--- config.mk ---
export PLATFORM = sky130hd
export DESIGN_NAME = cirl_top
export DESIGN_NICKNAME = d
export VERILOG_FILES = /design/src/core/cirl_pkg.sv /design/src/core/cirl_top.sv
export SDC_FILE = /design/constraint.sdc
export NUM_CORES = 1
export LEC_CHECK = 0
export ABC_AREA = 0
export CAP_MARGIN = 20
export CORE_MARGIN = 2
export CORE_UTILIZATION = 49
export CTS_CLUSTER_SIZE = 40
export DETAILED_ROUTE_END_ITERATION = 8
export DONT_BUFFER_PORTS = 1
export PLACE_DENSITY_LB_ADDON = 0.3
export SYNTH_ARGS = -nofsm -noshare
export SYNTH_HDL_FRONTEND = slang
export SYNTH_SLANG_ARGS = --single-unit
export TNS_END_PERCENT = 10
--- constraint.sdc ---
create_clock -name CLK -period 7.1 [get_ports CLK]
set_input_delay 0.71 -clock CLK [delete_from_list [all_inputs] [get_ports CLK]]
set_output_delay 0.71 -clock CLK [all_outputs]
set_load 0.01 [all_outputs]
--- src/core/cirl_pkg.sv ---
/*
 * constants, types and vector layout of the cpu interrupt request logic.
 * assumes one cpu clock domain and 16-bit cpu words.
 */
package cirl_pkg;
	localparam int FLAG_W = 16;
	localparam int WORD_W = 16;
	localparam int GMASK_BIT = 9;
	localparam int EXT_N = 2;
	localparam int VEC_IDX_W = 5;
	localparam logic [15:0] FLAG_RST = 16'h0000;
	localparam logic [15:0] MASK_RST = 16'h0000;
	localparam logic GMASK_RST = 1'b1;
	localparam logic [15:0] PC_RST = 16'h0000;
	localparam logic [15:0] VEC_RST = 16'h0000;
	// maskable flag k uses vector index k + MASK_VEC_BASE
	localparam logic [4:0] MASK_VEC_BASE = 5'h01;
	localparam logic [4:0] NMI_VEC_IDX = 5'h12;
	typedef enum logic [1:0] {ST_IDLE, ST_VEC, ST_SVC} cirl_state_e;
endpackage

--- src/core/cirl_top.sv ---
/*
 * cpu maskable and nonmaskable interrupt request logic: pending flags,
 * enable mask, global mask bit, vector selection, acknowledge and pc save.
 * assumes the cpu core drives the word write strobes and the sequencing
 * inputs on CLK; the pins EXT_IRQ and NMI_PIN are asynchronous.
 */
// Notes on behaviour
// - 16-bit pending flags readable by software
// - writing one clears a flag, zero keeps
// - mask bit one enables its interrupt
// - global mask at status word bit 9
// - ack strobe while vector is fetched
// - branch to the interrupt's fixed vector address
// - requests from pins, peripherals and instructions
// - masked requests never enter a service routine
// - nonmaskable request ignores both masks
// - registered request stays pending until acknowledged or cleared by writing one
// - only program counter saved and restored
module cirl_top import cirl_pkg::*; (
	input wire logic CLK,
	input wire logic RST,
	input wire logic CE,
	input wire logic [EXT_N-1:0] EXT_IRQ,
	input wire logic NMI_PIN,
	input wire logic [FLAG_W-1:0] PERIPH_REQ,
	input wire logic SW_INT_REQ,
	input wire logic [VEC_IDX_W-1:0] SW_INT_IDX,
	input wire logic INSTR_BOUNDARY,
	input wire logic [WORD_W-1:0] CPU_PC,
	input wire logic VEC_FETCH_DONE,
	input wire logic INT_RETURN,
	input wire logic FLAG_WR,
	input wire logic [FLAG_W-1:0] FLAG_WR_DATA,
	input wire logic MASK_WR,
	input wire logic [FLAG_W-1:0] MASK_WR_DATA,
	input wire logic STATUS_WR,
	input wire logic [WORD_W-1:0] STATUS_WR_DATA,
	output logic [FLAG_W-1:0] FLAG_Q,
	output logic [FLAG_W-1:0] MASK_Q,
	output logic GLOBAL_MASK,
	output logic ACK_STROBE,
	output logic [WORD_W-1:0] VEC_ADDR,
	output logic [WORD_W-1:0] SAVED_PC,
	output logic PC_RESTORE,
	output logic INT_ACTIVE
);
	function automatic logic [3:0] lowest_set(input logic [FLAG_W-1:0] v);
		logic [3:0] idx;
		idx = 4'h0;
		for (int i = FLAG_W - 1; i >= 0; i--) begin
			if (v[i]) begin
				idx = i[3:0];
			end
		end
		return idx;
	endfunction

	function automatic logic [WORD_W-1:0] vec_of(input logic [VEC_IDX_W-1:0] idx);
		// two words per vector slot: room for a branch and its target
		return {{(WORD_W-VEC_IDX_W-1){1'b0}}, idx, 1'b0};
	endfunction

	cirl_state_e state_r, state_nxt;
	logic [EXT_N-1:0] ext_s1_r, ext_s2_r, ext_s3_r;
	logic nmi_s1_r, nmi_s2_r, nmi_s3_r;
	logic [FLAG_W-1:0] flag_r, flag_nxt, mask_r, mask_nxt;
	logic gmask_r, gmask_nxt;
	logic nmi_pend_r, nmi_pend_nxt;
	logic sw_pend_r, sw_pend_nxt;
	logic [VEC_IDX_W-1:0] sw_idx_r, sw_idx_nxt;
	logic [WORD_W-1:0] vec_r, vec_nxt, pc_r, pc_nxt;
	logic restore_r, restore_nxt;

	// logic reads the second stage onward; the third only remembers the last level
	wire [EXT_N-1:0] ext_rise = ext_s2_r & ~ext_s3_r;
	wire nmi_rise = nmi_s2_r & ~nmi_s3_r;
	wire [FLAG_W-1:0] hw_set = PERIPH_REQ | {{(FLAG_W-EXT_N){1'b0}}, ext_rise};
	wire [FLAG_W-1:0] enabled = flag_r & mask_r & {FLAG_W{~gmask_r}};
	wire any_mask = |enabled;
	wire [3:0] mask_sel = lowest_set(enabled);
	wire take = (state_r == ST_IDLE) && INSTR_BOUNDARY
		&& (nmi_pend_r || sw_pend_r || any_mask);
	wire take_mask = take && !nmi_pend_r && !sw_pend_r;
	wire [VEC_IDX_W-1:0] sel_idx = nmi_pend_r ? NMI_VEC_IDX :
		sw_pend_r ? sw_idx_r : ({1'b0, mask_sel} + MASK_VEC_BASE);
	wire [FLAG_W-1:0] ack_clr = take_mask ? (FLAG_W'(1) << mask_sel) : '0;
	wire [FLAG_W-1:0] sw_clr = FLAG_WR ? FLAG_WR_DATA : '0;

	// a new request wins over either clear in the same cycle
	assign flag_nxt = (flag_r & ~sw_clr & ~ack_clr) | hw_set;
	assign mask_nxt = MASK_WR ? MASK_WR_DATA : mask_r;
	// entry blocks nesting; software reopens through the status word
	assign gmask_nxt = take ? 1'b1 : (STATUS_WR ? STATUS_WR_DATA[GMASK_BIT] : gmask_r);
	assign nmi_pend_nxt = nmi_rise | (nmi_pend_r & ~(take & nmi_pend_r));
	assign sw_pend_nxt = (SW_INT_REQ & ~sw_pend_r)
		| (sw_pend_r & ~(take & ~nmi_pend_r));
	assign sw_idx_nxt = (SW_INT_REQ && !sw_pend_r) ? SW_INT_IDX : sw_idx_r;
	assign vec_nxt = take ? vec_of(sel_idx) : vec_r;
	assign pc_nxt = take ? CPU_PC : pc_r;
	assign restore_nxt = (state_r == ST_SVC) && INT_RETURN;

	always_comb begin
		state_nxt = state_r;
		case (state_r)
			ST_IDLE: begin
				if (take) begin
					state_nxt = ST_VEC;
				end
			end
			ST_VEC: begin
				if (VEC_FETCH_DONE) begin
					state_nxt = ST_SVC;
				end
			end
			ST_SVC: begin
				if (INT_RETURN) begin
					state_nxt = ST_IDLE;
				end
			end
			default: state_nxt = ST_IDLE;
		endcase
	end

	always_ff @(posedge CLK or posedge RST) begin
		if (RST) begin
			ext_s1_r <= '0;
			ext_s2_r <= '0;
			ext_s3_r <= '0;
			nmi_s1_r <= 1'b0;
			nmi_s2_r <= 1'b0;
			nmi_s3_r <= 1'b0;
		end else if (CE) begin
			ext_s1_r <= EXT_IRQ;
			ext_s2_r <= ext_s1_r;
			ext_s3_r <= ext_s2_r;
			nmi_s1_r <= NMI_PIN;
			nmi_s2_r <= nmi_s1_r;
			nmi_s3_r <= nmi_s2_r;
		end
	end

	always_ff @(posedge CLK or posedge RST) begin
		if (RST) begin
			state_r <= ST_IDLE;
			flag_r <= FLAG_RST;
			mask_r <= MASK_RST;
			gmask_r <= GMASK_RST;
			nmi_pend_r <= 1'b0;
			sw_pend_r <= 1'b0;
			sw_idx_r <= '0;
			vec_r <= VEC_RST;
			pc_r <= PC_RST;
			restore_r <= 1'b0;
		end else if (CE) begin
			state_r <= state_nxt;
			flag_r <= flag_nxt;
			mask_r <= mask_nxt;
			gmask_r <= gmask_nxt;
			nmi_pend_r <= nmi_pend_nxt;
			sw_pend_r <= sw_pend_nxt;
			sw_idx_r <= sw_idx_nxt;
			vec_r <= vec_nxt;
			pc_r <= pc_nxt;
			restore_r <= restore_nxt;
		end
	end

	assign FLAG_Q = flag_r;
	assign MASK_Q = mask_r;
	assign GLOBAL_MASK = gmask_r;
	assign ACK_STROBE = (state_r == ST_VEC);
	assign VEC_ADDR = vec_r;
	assign SAVED_PC = pc_r;
	assign PC_RESTORE = restore_r;
	assign INT_ACTIVE = (state_r != ST_IDLE);
endmodule

-- After elaboration in Yosys (flattened, before gate mapping)
Index checks and enable logic that the tools add are counted.
- register bits: 73
- word-level logic and storage cells: 92
- output and inout port bits: 68
- input port bits: 98
- reduce and logical (&&, ||, !) cells: 19
- muxes and demuxes: 26
- bitwise gates (word level): 24
- shifts and indexed selects: 1
- add/sub/neg operators: 1
- eq/ne operators: 5
- operator list (kind ; count):
    16-bit bitwise AND ; 4
    4-bit 2-to-1 mux ; 16
    16-bit 2-to-1 mux ; 2
    16-bit NOT ; 2
    16-bit bitwise OR ; 1
    16-bit by 2-bit bitwise OR with 16-bit output ; 1
    16-bit OR reduction ; 1
    1-bit by 4-bit << shifter with 16-bit output (first input constant) ; 1
    5-bit 2-to-1 mux ; 2
    2-bit AND reduction ; 4
    1-bit bitwise AND ; 6
    1-bit logical AND ; 6
    2-bit 2-to-1 mux ; 3
    2-bit != test (second input constant) ; 3
    1-bit NOT ; 6
    2-bit one-hot mux with 3 select lines ; 1
    4-bit by 1-bit adder with 5-bit output (second input constant) ; 1
    4-bit AND reduction ; 1
    2-bit nonzero test ; 2
    2-bit bitwise AND ; 1
    2-bit by 1-bit == test with 1-bit output (second input constant) ; 1
    2-bit == test (second input constant) ; 1
    1-bit logical NOT ; 2
    2-bit logical NOT ; 1
    4 further kinds ; 7

-- Longest topological paths before layout
Gate-level depths: netlist (run 1).
- depth after elaboration: 23
- mapped depth: 11
- depth with buffers taken out: 11

-- Least setup slack after synthesis (run 1)
Ideal clock, no wire load.
- path type: register to register
- start: reg gmask_r, in the netlist GLOBAL_MASK
- end: reg flag_r[15], in the netlist FLAG_Q[15]
- arrival: 2366 ps
- path slack: 4668 ps
- stages on the path, launching flop included: 12
- buffers on the path: 1
- cells stage by stage: dfstp_2 buf_2 a21o_1 o311ai_0 a221oi_1 a211o_1 inv_1 ha_1 ha_1 a22o_1 nand2_1 a22o_1
- cells in the longest elaborated chain, start to end: 23
- RTL lines (item ; line ; source):
    start: declaration ; cirl_top.sv:67 ; logic gmask_r, gmask_nxt;
    start signal: assignment ; cirl_top.sv:158 ; gmask_r <= gmask_nxt;
    1-bit NOT * ; cirl_top.sv:78 ; wire [FLAG_W-1:0] enabled = flag_r & mask_r & {FLAG_W{~gmask_r}};
    16-bit bitwise AND * ; cirl_top.sv:78 ;
    4-bit 2-to-1 mux (16 in series) ; cirl_top.sv:51 ; if (v[i]) begin
    1-bit by 4-bit << shifter with 16-bit output ; cirl_top.sv:86 ; wire [FLAG_W-1:0] ack_clr = take_mask ? (FLAG_W'(1) << mask_sel) : '0;
    16-bit 2-to-1 mux * ; cirl_top.sv:86 ;
    16-bit NOT * ; cirl_top.sv:90 ; assign flag_nxt = (flag_r & ~sw_clr & ~ack_clr) | hw_set;
    16-bit bitwise AND * ; cirl_top.sv:90 ;
    16-bit bitwise OR * ; cirl_top.sv:90 ;
    end signal: assignment ; cirl_top.sv:156 ; flag_r <= flag_nxt;
    end: declaration ; cirl_top.sv:66 ; logic [FLAG_W-1:0] flag_r, flag_nxt, mask_r, mask_nxt;
Mark *: on every way between the ends. The rest lies on a longest branch, timed or not.
A chain may end at the register's enable or synchronous reset.

-- Worst setup path after layout (run 1)
- start: reg flag_r[3], in the netlist FLAG_Q[3]
- end: reg pc_r[9], in the netlist SAVED_PC[9]
- cells in the longest elaborated chain, start to end: 6
- RTL lines (item ; line ; source):
    16-bit bitwise AND (2 in series) ; cirl_top.sv:78 ;
    16-bit OR reduction ; cirl_top.sv:79 ; wire any_mask = |enabled;
    1-bit logical OR ; cirl_top.sv:82 ; && (nmi_pend_r || sw_pend_r || any_mask);
    1-bit logical AND ; cirl_top.sv:82 ;
    2-bit AND reduction (no source line) ; n/a ;
    end signal: assignment ; cirl_top.sv:163 ; pc_r <= pc_nxt;
    end: declaration ; cirl_top.sv:71 ; logic [WORD_W-1:0] vec_r, vec_nxt, pc_r, pc_nxt;
No other way between the ends.

==> results of run 1 <==
[through the flow]
step	std cells	hold slack (ns)	area (µm²)
3_5_place_dp	406	0.492	3660
6_report	422	0.468	3920
3_3_place_gp	406	0.479	3660
4_1_cts	422	0.464	3920
2_1_floorplan	333	0.471	3710
5_1_grt	422	0.463	3920
[area by class of cell]
type,count,area (µm²)
inverter,9,35.0
fill,670,3330
clock inverter,4,97.6
multi-input combinational,224,1670
timing repair buffer,1,7.51
tap,99,124
clock buffer,12,165
sequential,73,1830
[critical path, delay by kind of cell (launching register included)]
family           cells  cell delay [ns]
flip-flops           1             0.46
multiplexers         1             0.42
AO/OA/AOI/OAI        2             0.71
AND/OR/NAND/NOR      2             1.32
[sequential cells by signal (all words and copies together) (netlist names)]
signal	count
ext_s2_r	2
SAVED_PC	16
sw_idx_r	5
nmi_s3_r	1
GLOBAL_MASK	1
VEC_ADDR	5
FLAG_Q	16
MASK_Q	16
ext_s1_r	2
PC_RESTORE	1
nmi_s1_r	1
sw_pend_r	1
nmi_pend_r	1
nmi_s2_r	1
ext_s3_r	2
state_r	2
[synthesized netlist by cell type, types with 2 or more instances]
library cell	number	area share, %
a2111oi_0	2	0.48
a21o_1	2	0.41
a21oi_1	8	1.1
a22o_1	31	7.4
a22oi_1	7	1.4
a31oi_1	2	0.34
a32o_1	2	0.54
buf_1	2	0.20
buf_4	11	2.2
buf_6	2	0.61
clkbuf_1	9	0.92
dfrtp_1	72	49
ha_1	6	2.0
inv_1	9	0.92
mux2_2	43	13
mux2i_1	2	0.54
nand2_1	42	4.3
nand3_1	5	0.68
nand3b_1	2	0.41
nor2_1	9	0.92
nor2b_1	5	0.85
nor3_1	3	0.41
nor3b_1	4	0.82
o21ai_0	11	1.5
o22ai_1	4	0.68
o31ai_1	2	0.41
or2_2	2	0.34
[power breakdown]
group	switching (mW)	total, mW	internal (mW)
sequential	0.168	0.704	0.536
clock	0.157	0.419	0.262
combinational	0.165	0.336	0.170
total	0.490	1.46	0.968
[logic make-up after synthesis]
logic type / count (synthesis)
AOI/OAI and AO/OA: 85
and+or+nand+nor: 77
DFF: 73
muxes: 45
buffers and inverters: 36
adders and majority gates: 6
other: 1
[worst min path at each step]
stage	startpoint	to	slack (ns)
after CTS	CE	ext_s3_r[1]$_DFFE_PP0P_	0.46
after global placement	ext_s2_r[1]$_DFFE_PP0P_	ext_s3_r[1]$_DFFE_PP0P_	0.48
after floorplan	ext_s2_r[1]$_DFFE_PP0P_	ext_s3_r[1]$_DFFE_PP0P_	0.47
final	CE	nmi_s3_r$_DFFE_PP0P_	0.47
after global routing	CE	nmi_s3_r$_DFFE_PP0P_	0.46
after detailed placement	ext_s1_r[1]$_DFFE_PP0P_	ext_s2_r[1]$_DFFE_PP0P_	0.49
[per-layer routing]
layer / GRT usage, % / vias to the layer above / part of all wire [%]
li1: - / 1153 / -
met1: 25.7 / 1272 / 42
met2: 35.0 / 113 / 51
met3: 5.68 / 11 / 6.7
met4: 7.44 / 0 / 1.3
met5: 0 / - / 0
==> key figures, run 1 <==
Setup path
  – Worst stage delay on the critical path: 0.77 ns
  – CP max-delay cell: or2_1
  – Worst EP required: 7.33 ns
  – Worst setup path endpoint: SAVED_PC[9]$_DFFE_PP0P_
  – Crit. End Element: flip-flop
  – FF-to-FF setup slack: 4.06 ns
  – Worst r2r dst: SAVED_PC[9]$_DFFE_PP0P_
  – Worst-path cell chain: a22oi_1 -> a41oi_2 -> nor4_2 -> or2_1 -> mux2_2
  – Crit path from: FLAG_Q[3]$_DFFE_PP0P_
  – Startpoint types: flip-flop
  – CP arrival: 3.27 ns
  – Worst r2r src: FLAG_Q[3]$_DFFE_PP0P_
  – Critical-path maximum fanout: 24
  – Critical path class: reg -> reg
  – Worst-case reg-to-reg path depth: 5

Timing
  – Setup ws final: 4.06 ns
  – Fmax: 329 MHz
  – Rel. slew slack: 38.7%
  – Final Cycle Share: 42.7%
  – Tmin final: 3.04 ns
  – Max-slew violation count: 0
  – Unrepaired setup endpoints after global routing: no
  – Layout Skew: 0.00770 ns
  – Fin Setup TNS: 0 ns
  – Final Hold Viols: 0
  – Tightest Pin Transition: 0.919 ns
  – Final Setup Violations: 0

Run
  – Max Cap Viol: 0

Global route
  – Grt ovf: 0
  – Initial antenna violation count: 0
  – Largest net degree at the start of global routing: 74
  – First-pass GRT wire length: 13.4 mm
  – Vias in the first global route: 2506
  – GRT Util Overall: 20.8%

Yosys
  – Post-Synth Adder-Cell Area: 2.04%
  – Simple-gate area share of the yosys netlist: 10.1%
  – Synth Instances: 323
  – #FFs+latches synth: 73
  – Ys async rst share: 100%
  – Yosys warns: 0
  – Synth cell types: 51
  – Post-synthesis xor/xnor area fraction: 0%
  – Mapped Area: 3680 µm²
  – Primary FF master, synth: dfrtp_1
  – Synthesized area per cell: 11.4 µm²
  – Mux cell area share after synthesis: 13.7%
  – Register area share after synthesis: 49.7%
  – Main combinational cell family by area after synthesis: compound AO/OA/AOI/OAI gates
  – Post-synth EDFFs: 0
  – Synth Area in Compound Gates: 18.4%

Drt
  – Routed vias: 2549
  – Iteration-0 DRC Markers: 157
  – DRT Pass-1 Iters: 4
  – Vias/cell: 6.04
  – Drt drc: 0
  – DRT antenna net count: 0
  – Total Wirelength: 8.38 mm
  – Wire per inst: 19.9 µm

Worst hold path
  – WHS Path Cells: 1
  – Worst hold path class: in -> reg

CTS
  – CTS root buffer: clkbuf_8
  – # hold bufs at CTS: 0
  – H-tree Lvls: 3
  – CTS clk-pin slew, worst paths: 0.08 ns
  – CTS Sinks: 73
  – Num CTS Buffers: 9
  – Setup bufs post-CTS: 0
  – Longest Clk Path Bufs: 2
  – CTS tree: done
  – Skew-Pair Late Insertion Delay: 0.35 ns
  – Cts repair resizes: 0

Place
  – Post-place setup slack: 4.11 ns
  – Detailed placement HPWL: 6.11 mm
  – Placer Congestion: 0.868
  – I/O Buffers: 0

Power
  – Power density cells: 372 nW/µm²
  – Pleak: 1.69 nW
  – VDD IR max: 0.171 mV
  – Power after layout: 1.46 mW

Floorplan
  – I/O Pins: 166
  – Initial Utilization: 50.7%
  – Die H: 90.6 µm
  – Die Wd: 90.6 µm
  – Core area: 7250 µm²
  – Row count: 31
  – Die area: 8210 µm²

Final layout
  – Most frequent cells in the layout: dfrtp_1 (72), mux2_2 (43), nand2_1 (42)
  – Area delta synth->final: 6.70%
  – Core Util, Final: 54.1%
  – Layout cells sized above 1: 21.4%
  – Layout Nets: 422
  – Most common cell after layout, fill and taps aside: dfrtp_1
  – Ant. Diodes: 0

Run status
  – Status: finished, final reports clean
Note: power is estimated with default switching activity, not from simulation.
==> inputs of run 2 (changes only) <==
--- a/config.mk
+++ b/config.mk
@@ -5,7 +5,7 @@
 export SDC_FILE = /design/constraint.sdc
 export NUM_CORES = 1
 export LEC_CHECK = 0
-export ABC_AREA = 0
+export ABC_AREA = 1
 export CAP_MARGIN = 20
 export CORE_MARGIN = 2
 export CORE_UTILIZATION = 49
==> constraint.sdc (replaced) <==
create_clock -name CLK -period 2.72 [get_ports CLK]
set_input_delay 0.272 -clock CLK [delete_from_list [all_inputs] [get_ports CLK]]
set_output_delay 0.272 -clock CLK [all_outputs]
set_load 0.01 [all_outputs]
==> run 2 against run 1 <==
- core utilization grew 0.95 points
- largest cell class unchanged
- sequential share of layout area shrank 0.56 points
- register-to-register slack lost 3.9 ns
- cell count grew 26%
- cell area grew 1.2%
- critical path type unchanged
- flip-flop and latch count is the same
- die area shrank 1.1%
- combinational power grew to 3.3 times the previous value
- first-iteration DRC count shrank 1.3%
- critical endpoint is now FLAG_Q[7]$_DFFE_PP0P_
==> key figures, run 2 <==
Run status
  – Status: finished, final reports clean

Floorplan
  – Row count: 31 (unchanged)
  – Initial Utilization: 50.4% (-0.32 points)
  – Die area: 8120 µm² (-1.1%)
  – Core area: 7210 µm² (-0.53%)
  – Die Wd: 90.1 µm (-0.56%)
  – Die H: 90.1 µm (-0.56%)
  – I/O Pins: 166 (unchanged)

Power
  – VDD IR max: 0.433 mV (+150%)
  – Pleak: 1.89 nW (+12%)
  – Power after layout: 3.71 mW (+150%)
  – Power density cells: 935 nW/µm² (+150%)

Worst hold path
  – WHS Path Cells: 2 (+1)
  – Worst Hold End: SAVED_PC[15]$_DFFE_PP0P_
  – Worst hold path class: in -> reg
  – HP Start: CPU_PC[15]

Drt
  – Total Wirelength: 8.51 mm (+1.5%)
  – Drt drc: 0 (unchanged)
  – DRT antenna net count: 0 (unchanged)
  – Vias/cell: 5.42 (-10%)
  – Wire per inst: 16.0 µm (-19%)
  – DRT Pass-1 Iters: 5 (+1)
  – Iteration-0 DRC Markers: 155 (-1.3%)
  – Routed vias: 2877 (+13%)

Run
  – Max Cap Viol: 0 (unchanged)

Final layout
  – Most common cell after layout, fill and taps aside: nand2_1
  – Most frequent cells in the layout: nand2_1 (136), dfrtp_1 (72), inv_1 (23)
  – Layout Nets: 531 (+26%)
  – Layout cells sized above 1: 16.9% (-4.5 points)
  – Ant. Diodes: 0 (unchanged)
  – Filler cell count in the final layout: 673 (+0.45%)
  – Area delta synth->final: 9.26%

Setup path
  – Crit. End Element: flip-flop
  – FF-to-FF setup slack: 0.15 ns (-3.91 ns)
  – Startpoint types: flip-flop
  – Worst-case reg-to-reg path depth: 18 (+13)
  – Worst EP required: 2.92 ns (-4.41 ns)
  – Worst r2r dst: FLAG_Q[7]$_DFFE_PP0P_
  – CP arrival: 2.77 ns (-0.50 ns)
  – Critical path class: reg -> reg
  – Crit path from: GLOBAL_MASK$_DFFE_PP1P_
  – Critical-path maximum fanout: 5 (-79%)
  – Worst r2r src: GLOBAL_MASK$_DFFE_PP1P_

Yosys
  – Yosys warns: 0 (unchanged)
  – Post-synth EDFFs: 0 (unchanged)
  – Yosys top cell area share: 49.6% (+0.57 points)
  – Synth cell types: 29 (-43%)
  – Synthesized area per cell: 8.63 µm² (-24%)
  – Register area share after synthesis: 50.3% (+0.58 points)
  – Leading area contributor after synthesis: dfrtp_1
  – Synth area leaders: dfrtp_1 (50%), nand2_1 (14%), mux2_2 (5.6%)
  – Synth Instances: 421 (+30%)
  – Ys async rst share: 100% (unchanged)
  – #FFs+latches synth: 73 (unchanged)
  – Most frequent cell after synthesis: nand2_1
  – Primary FF master, synth: dfrtp_1
  – Commonest cells in the synthesized netlist: nand2_1 (137), dfrtp_1 (72), inv_1 (24)
  – Mapped Area: 3630 µm² (-1.2%)

CTS
  – CTS root buffer: clkbuf_8
  – CTS clk-pin slew, worst paths: 0.08 ns (about the same)
  – Skew-Pair Late Insertion Delay: 0.35 ns (about the same)
  – CTS Sinks: 73 (unchanged)
  – CTS tree: done
  – Longest Clk Path Bufs: 2 (unchanged)
  – H-tree Lvls: 3 (unchanged)
  – Num CTS Buffers: 9 (unchanged)

Timing
  – Layout Skew: 0.00647 ns (-0.00123 ns)
  – Max-slew violation count: 0 (unchanged)
  – Final Cycle Share: 94.3% (+52 points)
  – Fin Setup TNS: 0 ns (unchanged)
  – Tightest Pin Transition: 0.799 ns (-0.120 ns)
  – Rel. slew slack: 46.7% (+7.9 points)
  – Fmax: 390 MHz (+18%)
  – Final Setup Violations: 0 (unchanged)
  – Final Hold Viols: 0 (unchanged)
  – Tmin final: 2.57 ns (-0.469 ns)

Global route
  – Initial antenna violation count: 0 (unchanged)
  – Vias in the first global route: 2720 (+8.5%)
  – Largest net degree at the start of global routing: 28 (-62%)
  – First-pass GRT wire length: 13.4 mm (+0.25%)
  – GRT Util Overall: 20.9% (+0.13 points)
  – Grt ovf: 0 (unchanged)

Place
  – Placer Congestion: 0.878 (+1.2%)
  – Detailed placement HPWL: 6.27 mm (+2.7%)
  – I/O Buffers: 0 (unchanged)
==> run 2: what timing repair did <==
action / 4_1_cts / 5_1_grt
hold endpoints to repair: 21 / 1
buffers inserted: 0 / 3
endpoints found under the setup margin: 0 / 12
gates resized for setup: 0 / 14
hold buffers: 1 / 1
==> run 2: power breakdown <==
| group | leakage [nW] | total (mW) | switching [mW] | internal, mW |
|---|---|---|---|---|
| logic | 0.915 | 1.10 | 0.697 | 0.407 |
| registers | 0.868 | 1.74 | 0.349 | 1.39 |
| clock network | 0.109 | 0.870 | 0.399 | 0.471 |
| total | 1.89 | 3.71 | 1.45 | 2.27 |
==> run 2: worst max-delay path by stage <==
stage / cells after the start / to / slack (ns)
2_1_floorplan: 21 / FLAG_Q[7]$_DFFE_PP0P_ / 0.35
3_3_place_gp: 14 / VEC_ADDR[3]$_DFFE_PP0P_ / 0.22
3_5_place_dp: 21 / FLAG_Q[6]$_DFFE_PP0P_ / 0.17
4_1_cts: 21 / FLAG_Q[6]$_DFFE_PP0P_ / 0.14
5_1_grt: 18 / FLAG_Q[15]$_DFFE_PP0P_ / -0.02
6_report: 18 / FLAG_Q[7]$_DFFE_PP0P_ / 0.15
==> run 2: layout make-up <==
type	instances	area (µm²)	share of cell area [%]
inverters	29	115	2.90
flip-flops and latches	73	1830	46.0
repair buffers	11	91.3	2.30
clock buffers	11	151	3.81
well taps	99	124	3.12
multi-input cells	303	1610	40.5
clock inverters	5	53.8	1.35
==> run 2: cells by family after synthesis <==
logic type / count (synthesis) / synth area share, %
AOI/OAI and AO/OA: 66 / 10.6
adders and majority gates: 6 / 2.07
buffers and inverters: 55 / 7.54
DFF: 73 / 50.3
muxes: 18 / 5.58
other: 1 / 0.103
and+or+nand+nor: 202 / 23.8
==> run 2: routing by layer <==
metal	vias up	global-route usage, %	part of all wire, %
met2	119	33.6	48
met4	0	7.31	1.3
met1	1360	25.2	42
met3	10	9.05	9.0
met5	-	0	0
li1	1388	-	-
==> run 2: worst max-delay path: stages, from the launching register on <==
cell,delay (ns)
dfstp_2,0.61
clkinv_4,0.10
buf_4,0.16
nand3_1,0.09
nand2_1,0.06
nand2_1,0.05
nand2_1,0.06
nand2_1,0.05
nand2_1,0.04
nand2_1,0.05
nand2_1,0.05
nand2_1,0.06
nand2_2,0.06
a21oi_2,0.20
ha_2,0.25
ha_1,0.19
nand3_1,0.10
a31oi_1,0.16
o21ai_1,0.07
==> run 2: per-stage QoR <==
step	instances	area [µm²]	hold slack [ns]	utilization (%)	worst slack, ns
final	531	3970	0.0293	55.0	0.154
after global routing	531	3970	0.00863	55.0	-0.0187
after CTS	527	3890	0.0126	54.0	0.145
after detailed placement	510	3680	0.157	51.0	0.172
after global placement	510	3680	0.152	51.0	0.218
after floorplan	431	3670	0.382	-	0.352
==> inputs of run 3 (changes only) <==
--- a/config.mk
+++ b/config.mk
@@ -13,6 +13,7 @@
 export DETAILED_ROUTE_END_ITERATION = 8
 export DONT_BUFFER_PORTS = 1
 export PLACE_DENSITY_LB_ADDON = 0.3
+export RECOVER_POWER = 25
 export SYNTH_ARGS = -nofsm -noshare
 export SYNTH_HDL_FRONTEND = slang
 export SYNTH_SLANG_ARGS = --single-unit
==> run 3 against run 2 <==
- count of clock-buffer cells in the layout did not move
- non-clock buffer count stayed put
- sequential power hardly changed
- die area did not move
- combinational power about the same
- sequential share of layout area did not move
- setup slack lost 0.0026 ns
- via count fell by 0.17%
- cell count stayed put
- clock skew grew 0.0016 ns
- wire length rose by 0.14%
- global-route usage did not move
==> key figures, run 3 (synthesized netlist as in run 2, its figures left out) <==
CTS
  – Skew-Pair Late Insertion Delay: 0.35 ns (about the same)
  – H-tree Lvls: 3 (unchanged)
  – CTS Sinks: 73 (unchanged)
  – CTS root buffer: clkbuf_8
  – CTS clk-pin slew, worst paths: 0.08 ns (about the same)
  – CTS tree: done
  – Num CTS Buffers: 9 (unchanged)
  – Longest Clk Path Bufs: 2 (unchanged)

Timing
  – Rel. slew slack: 32.5% (-14 points)
  – Final Cycle Share: 94.4% (+0.097 points)
  – Layout Skew: 0.00808 ns (+0.00161 ns)
  – Fmax: 389 MHz (-0.10%)
  – Final Setup Violations: 0 (unchanged)
  – Final Hold Viols: 0 (unchanged)
  – Tmin final: 2.57 ns (+0.00263 ns)
  – Fin Setup TNS: 0 ns (unchanged)
  – Max-slew violation count: 0 (unchanged)
  – Tightest Pin Transition: 1.01 ns (+0.208 ns)

Global route
  – Met2 Usage GRT: 33.6% (unchanged)
  – First-pass GRT wire length: 13.4 mm (unchanged)
  – GRT busiest layer: met2
  – Vias in the first global route: 2720 (unchanged)
  – Met1 usage: 25.2% (unchanged)
  – GRT Util Overall: 20.9% (unchanged)
  – Grt ovf: 0 (unchanged)
  – Initial antenna violation count: 0 (unchanged)
  – Met3 GRT Util: 9.05% (unchanged)
  – Largest net degree at the start of global routing: 28 (unchanged)

Setup path
  – CP arrival: 2.77 ns (about the same)
  – Worst EP required: 2.92 ns (about the same)
  – Startpoint types: flip-flop
  – Critical-path maximum fanout: 5 (unchanged)
  – Crit. End Element: flip-flop
  – Crit path from: GLOBAL_MASK$_DFFE_PP1P_
  – Worst r2r src: GLOBAL_MASK$_DFFE_PP1P_
  – Critical path class: reg -> reg

Final layout
  – Layout Nets: 531 (unchanged)
  – Fin cells: 531 (unchanged)
  – Most common cell after layout, fill and taps aside: nand2_1
  – Ant. Diodes: 0 (unchanged)
  – Area delta synth->final: 9.26% (unchanged)
  – Most frequent cells in the layout: nand2_1 (136), dfrtp_1 (72), inv_1 (23)
  – Layout cells sized above 1: 16.9% (unchanged)
  – Core Util, Final: 55.0% (unchanged)

Drt
  – DRT antenna net count: 0 (unchanged)
  – DRT Pass-1 Iters: 5 (unchanged)
  – Vias/cell: 5.41 (-0.17%)
  – Drt drc: 0 (unchanged)
  – Total Wirelength: 8.52 mm (+0.14%)
  – Wire per inst: 16.0 µm (+0.14%)
  – Routed vias: 2872 (-0.17%)
  – Iteration-0 DRC Markers: 155 (unchanged)

Place
  – Placer Congestion: 0.878 (unchanged)
  – I/O Buffers: 0 (unchanged)
  – Placed cells: 510 (unchanged)
  – Detailed placement HPWL: 6.27 mm (unchanged)

Power
  – Sw power: 1.44 mW (about the same)
  – Clock share of power: 23.4% (about the same)
  – VDD IR max: 0.433 mV (about the same)
  – Switching part of the total: 38.9% (about the same)
  – Seq pwr share: 46.9% (about the same)
  – Power after layout: 3.71 mW (about the same)
  – Comb power frac: 29.7% (about the same)
  – Power density cells: 935 nW/µm² (about the same)
  – Internal Power: 2.27 mW (about the same)
  – Pleak: 1.89 nW (-0.20%)

Worst hold path
  – Worst hold path class: in -> reg
  – HP Start: CPU_PC[15]

Floorplan
  – Core area: 7210 µm² (unchanged)
  – Initial Utilization: 50.4% (unchanged)
  – Die H: 90.1 µm (unchanged)
  – Die area: 8120 µm² (unchanged)
  – Die Wd: 90.1 µm (unchanged)
  – I/O Pins: 166 (unchanged)
  – Row count: 31 (unchanged)

Run
  – Max Cap Viol: 0 (unchanged)

Run status
  – Status: finished, final reports clean
-- run 3: changes by cell type in the layout (fill, tap and decap cells not counted) --
cell / before / now
clkinv_2: 4 / 3
clkinvlp_2: 0 / 1
-- run 3: timing repair --
action / in CTS / in global routing
hold buffers: 1 / 1
endpoints found under the hold margin: 21 / 1
setup endpoints to repair: 0 / 12
gates resized for setup: 0 / 14
setup buffers: 0 / 3
-- run 3: worst paths after layout --
check	end	slack (ns)	cells past startpoint
hold / removal	SAVED_PC[15]$_DFFE_PP0P_	0.03	2
max in group asynchronous	GLOBAL_MASK$_DFFE_PP1P_	1.29	3
min in group asynchronous	nmi_s1_r$_DFFE_PP0P_	0.56	2
setup / recovery	FLAG_Q[7]$_DFFE_PP0P_	0.15	18
setup reg to reg	FLAG_Q[7]$_DFFE_PP0P_	0.15	18
hold reg to reg	nmi_pend_r$_DFFE_PP0P_	0.46	1
-- run 3: critical path: stages, from the launching register on --
cell	delay, ns
dfstp_2	0.61
clkinv_4	0.10
buf_4	0.16
nand3_1	0.09
nand2_1	0.06
nand2_1	0.05
nand2_1	0.06
nand2_1	0.05
nand2_1	0.04
nand2_1	0.05
nand2_1	0.05
nand2_1	0.06
nand2_2	0.06
a21oi_2	0.20
ha_2	0.25
ha_1	0.19
nand3_1	0.10
a31oi_1	0.16
o21ai_1	0.07
-- run 3: area by class of cell --
type                    count  area [µm²]
inverters                  29         115
well taps                  99         124
clock buffers              11         151
fillers                   673        3240
multi-input cells         303        1610
repair buffers             11        91.3
flip-flops and latches     73        1830
clock inverters             5        53.8
-- run 3: power groups by stage --
stage | Sequential [mW] | Combinational, mW | Clock (mW)
after floorplan | 1.69 | 0.865 | 0
after global placement | 1.75 | 1.00 | 0
after detailed placement | 1.75 | 1.04 | 0
after CTS | 1.74 | 1.04 | 0.893
after global routing | 1.79 | 1.26 | 0.957
final | 1.74 | 1.10 | 0.869
-- run 3: per-stage QoR --
step / setup WS [ns] / area [µm²] / hold slack [ns]
final: 0.151 / 3970 / 0.0288
after global routing: -0.0187 / 3970 / 0.00863
after CTS: 0.145 / 3890 / 0.0126
after detailed placement: 0.172 / 3680 / 0.157
after global placement: 0.218 / 3680 / 0.152
after floorplan: 0.352 / 3670 / 0.382
-- run 3: layer usage --
layer | vias to the layer above | wire length [µm] | share of wire, %
met5 | - | 0 | 0
met4 | 0 | 99 | 1.2
met3 | 8 | 762 | 8.9
met2 | 121 | 4110 | 48
met1 | 1356 | 3550 | 42
li1 | 1387 | - | -
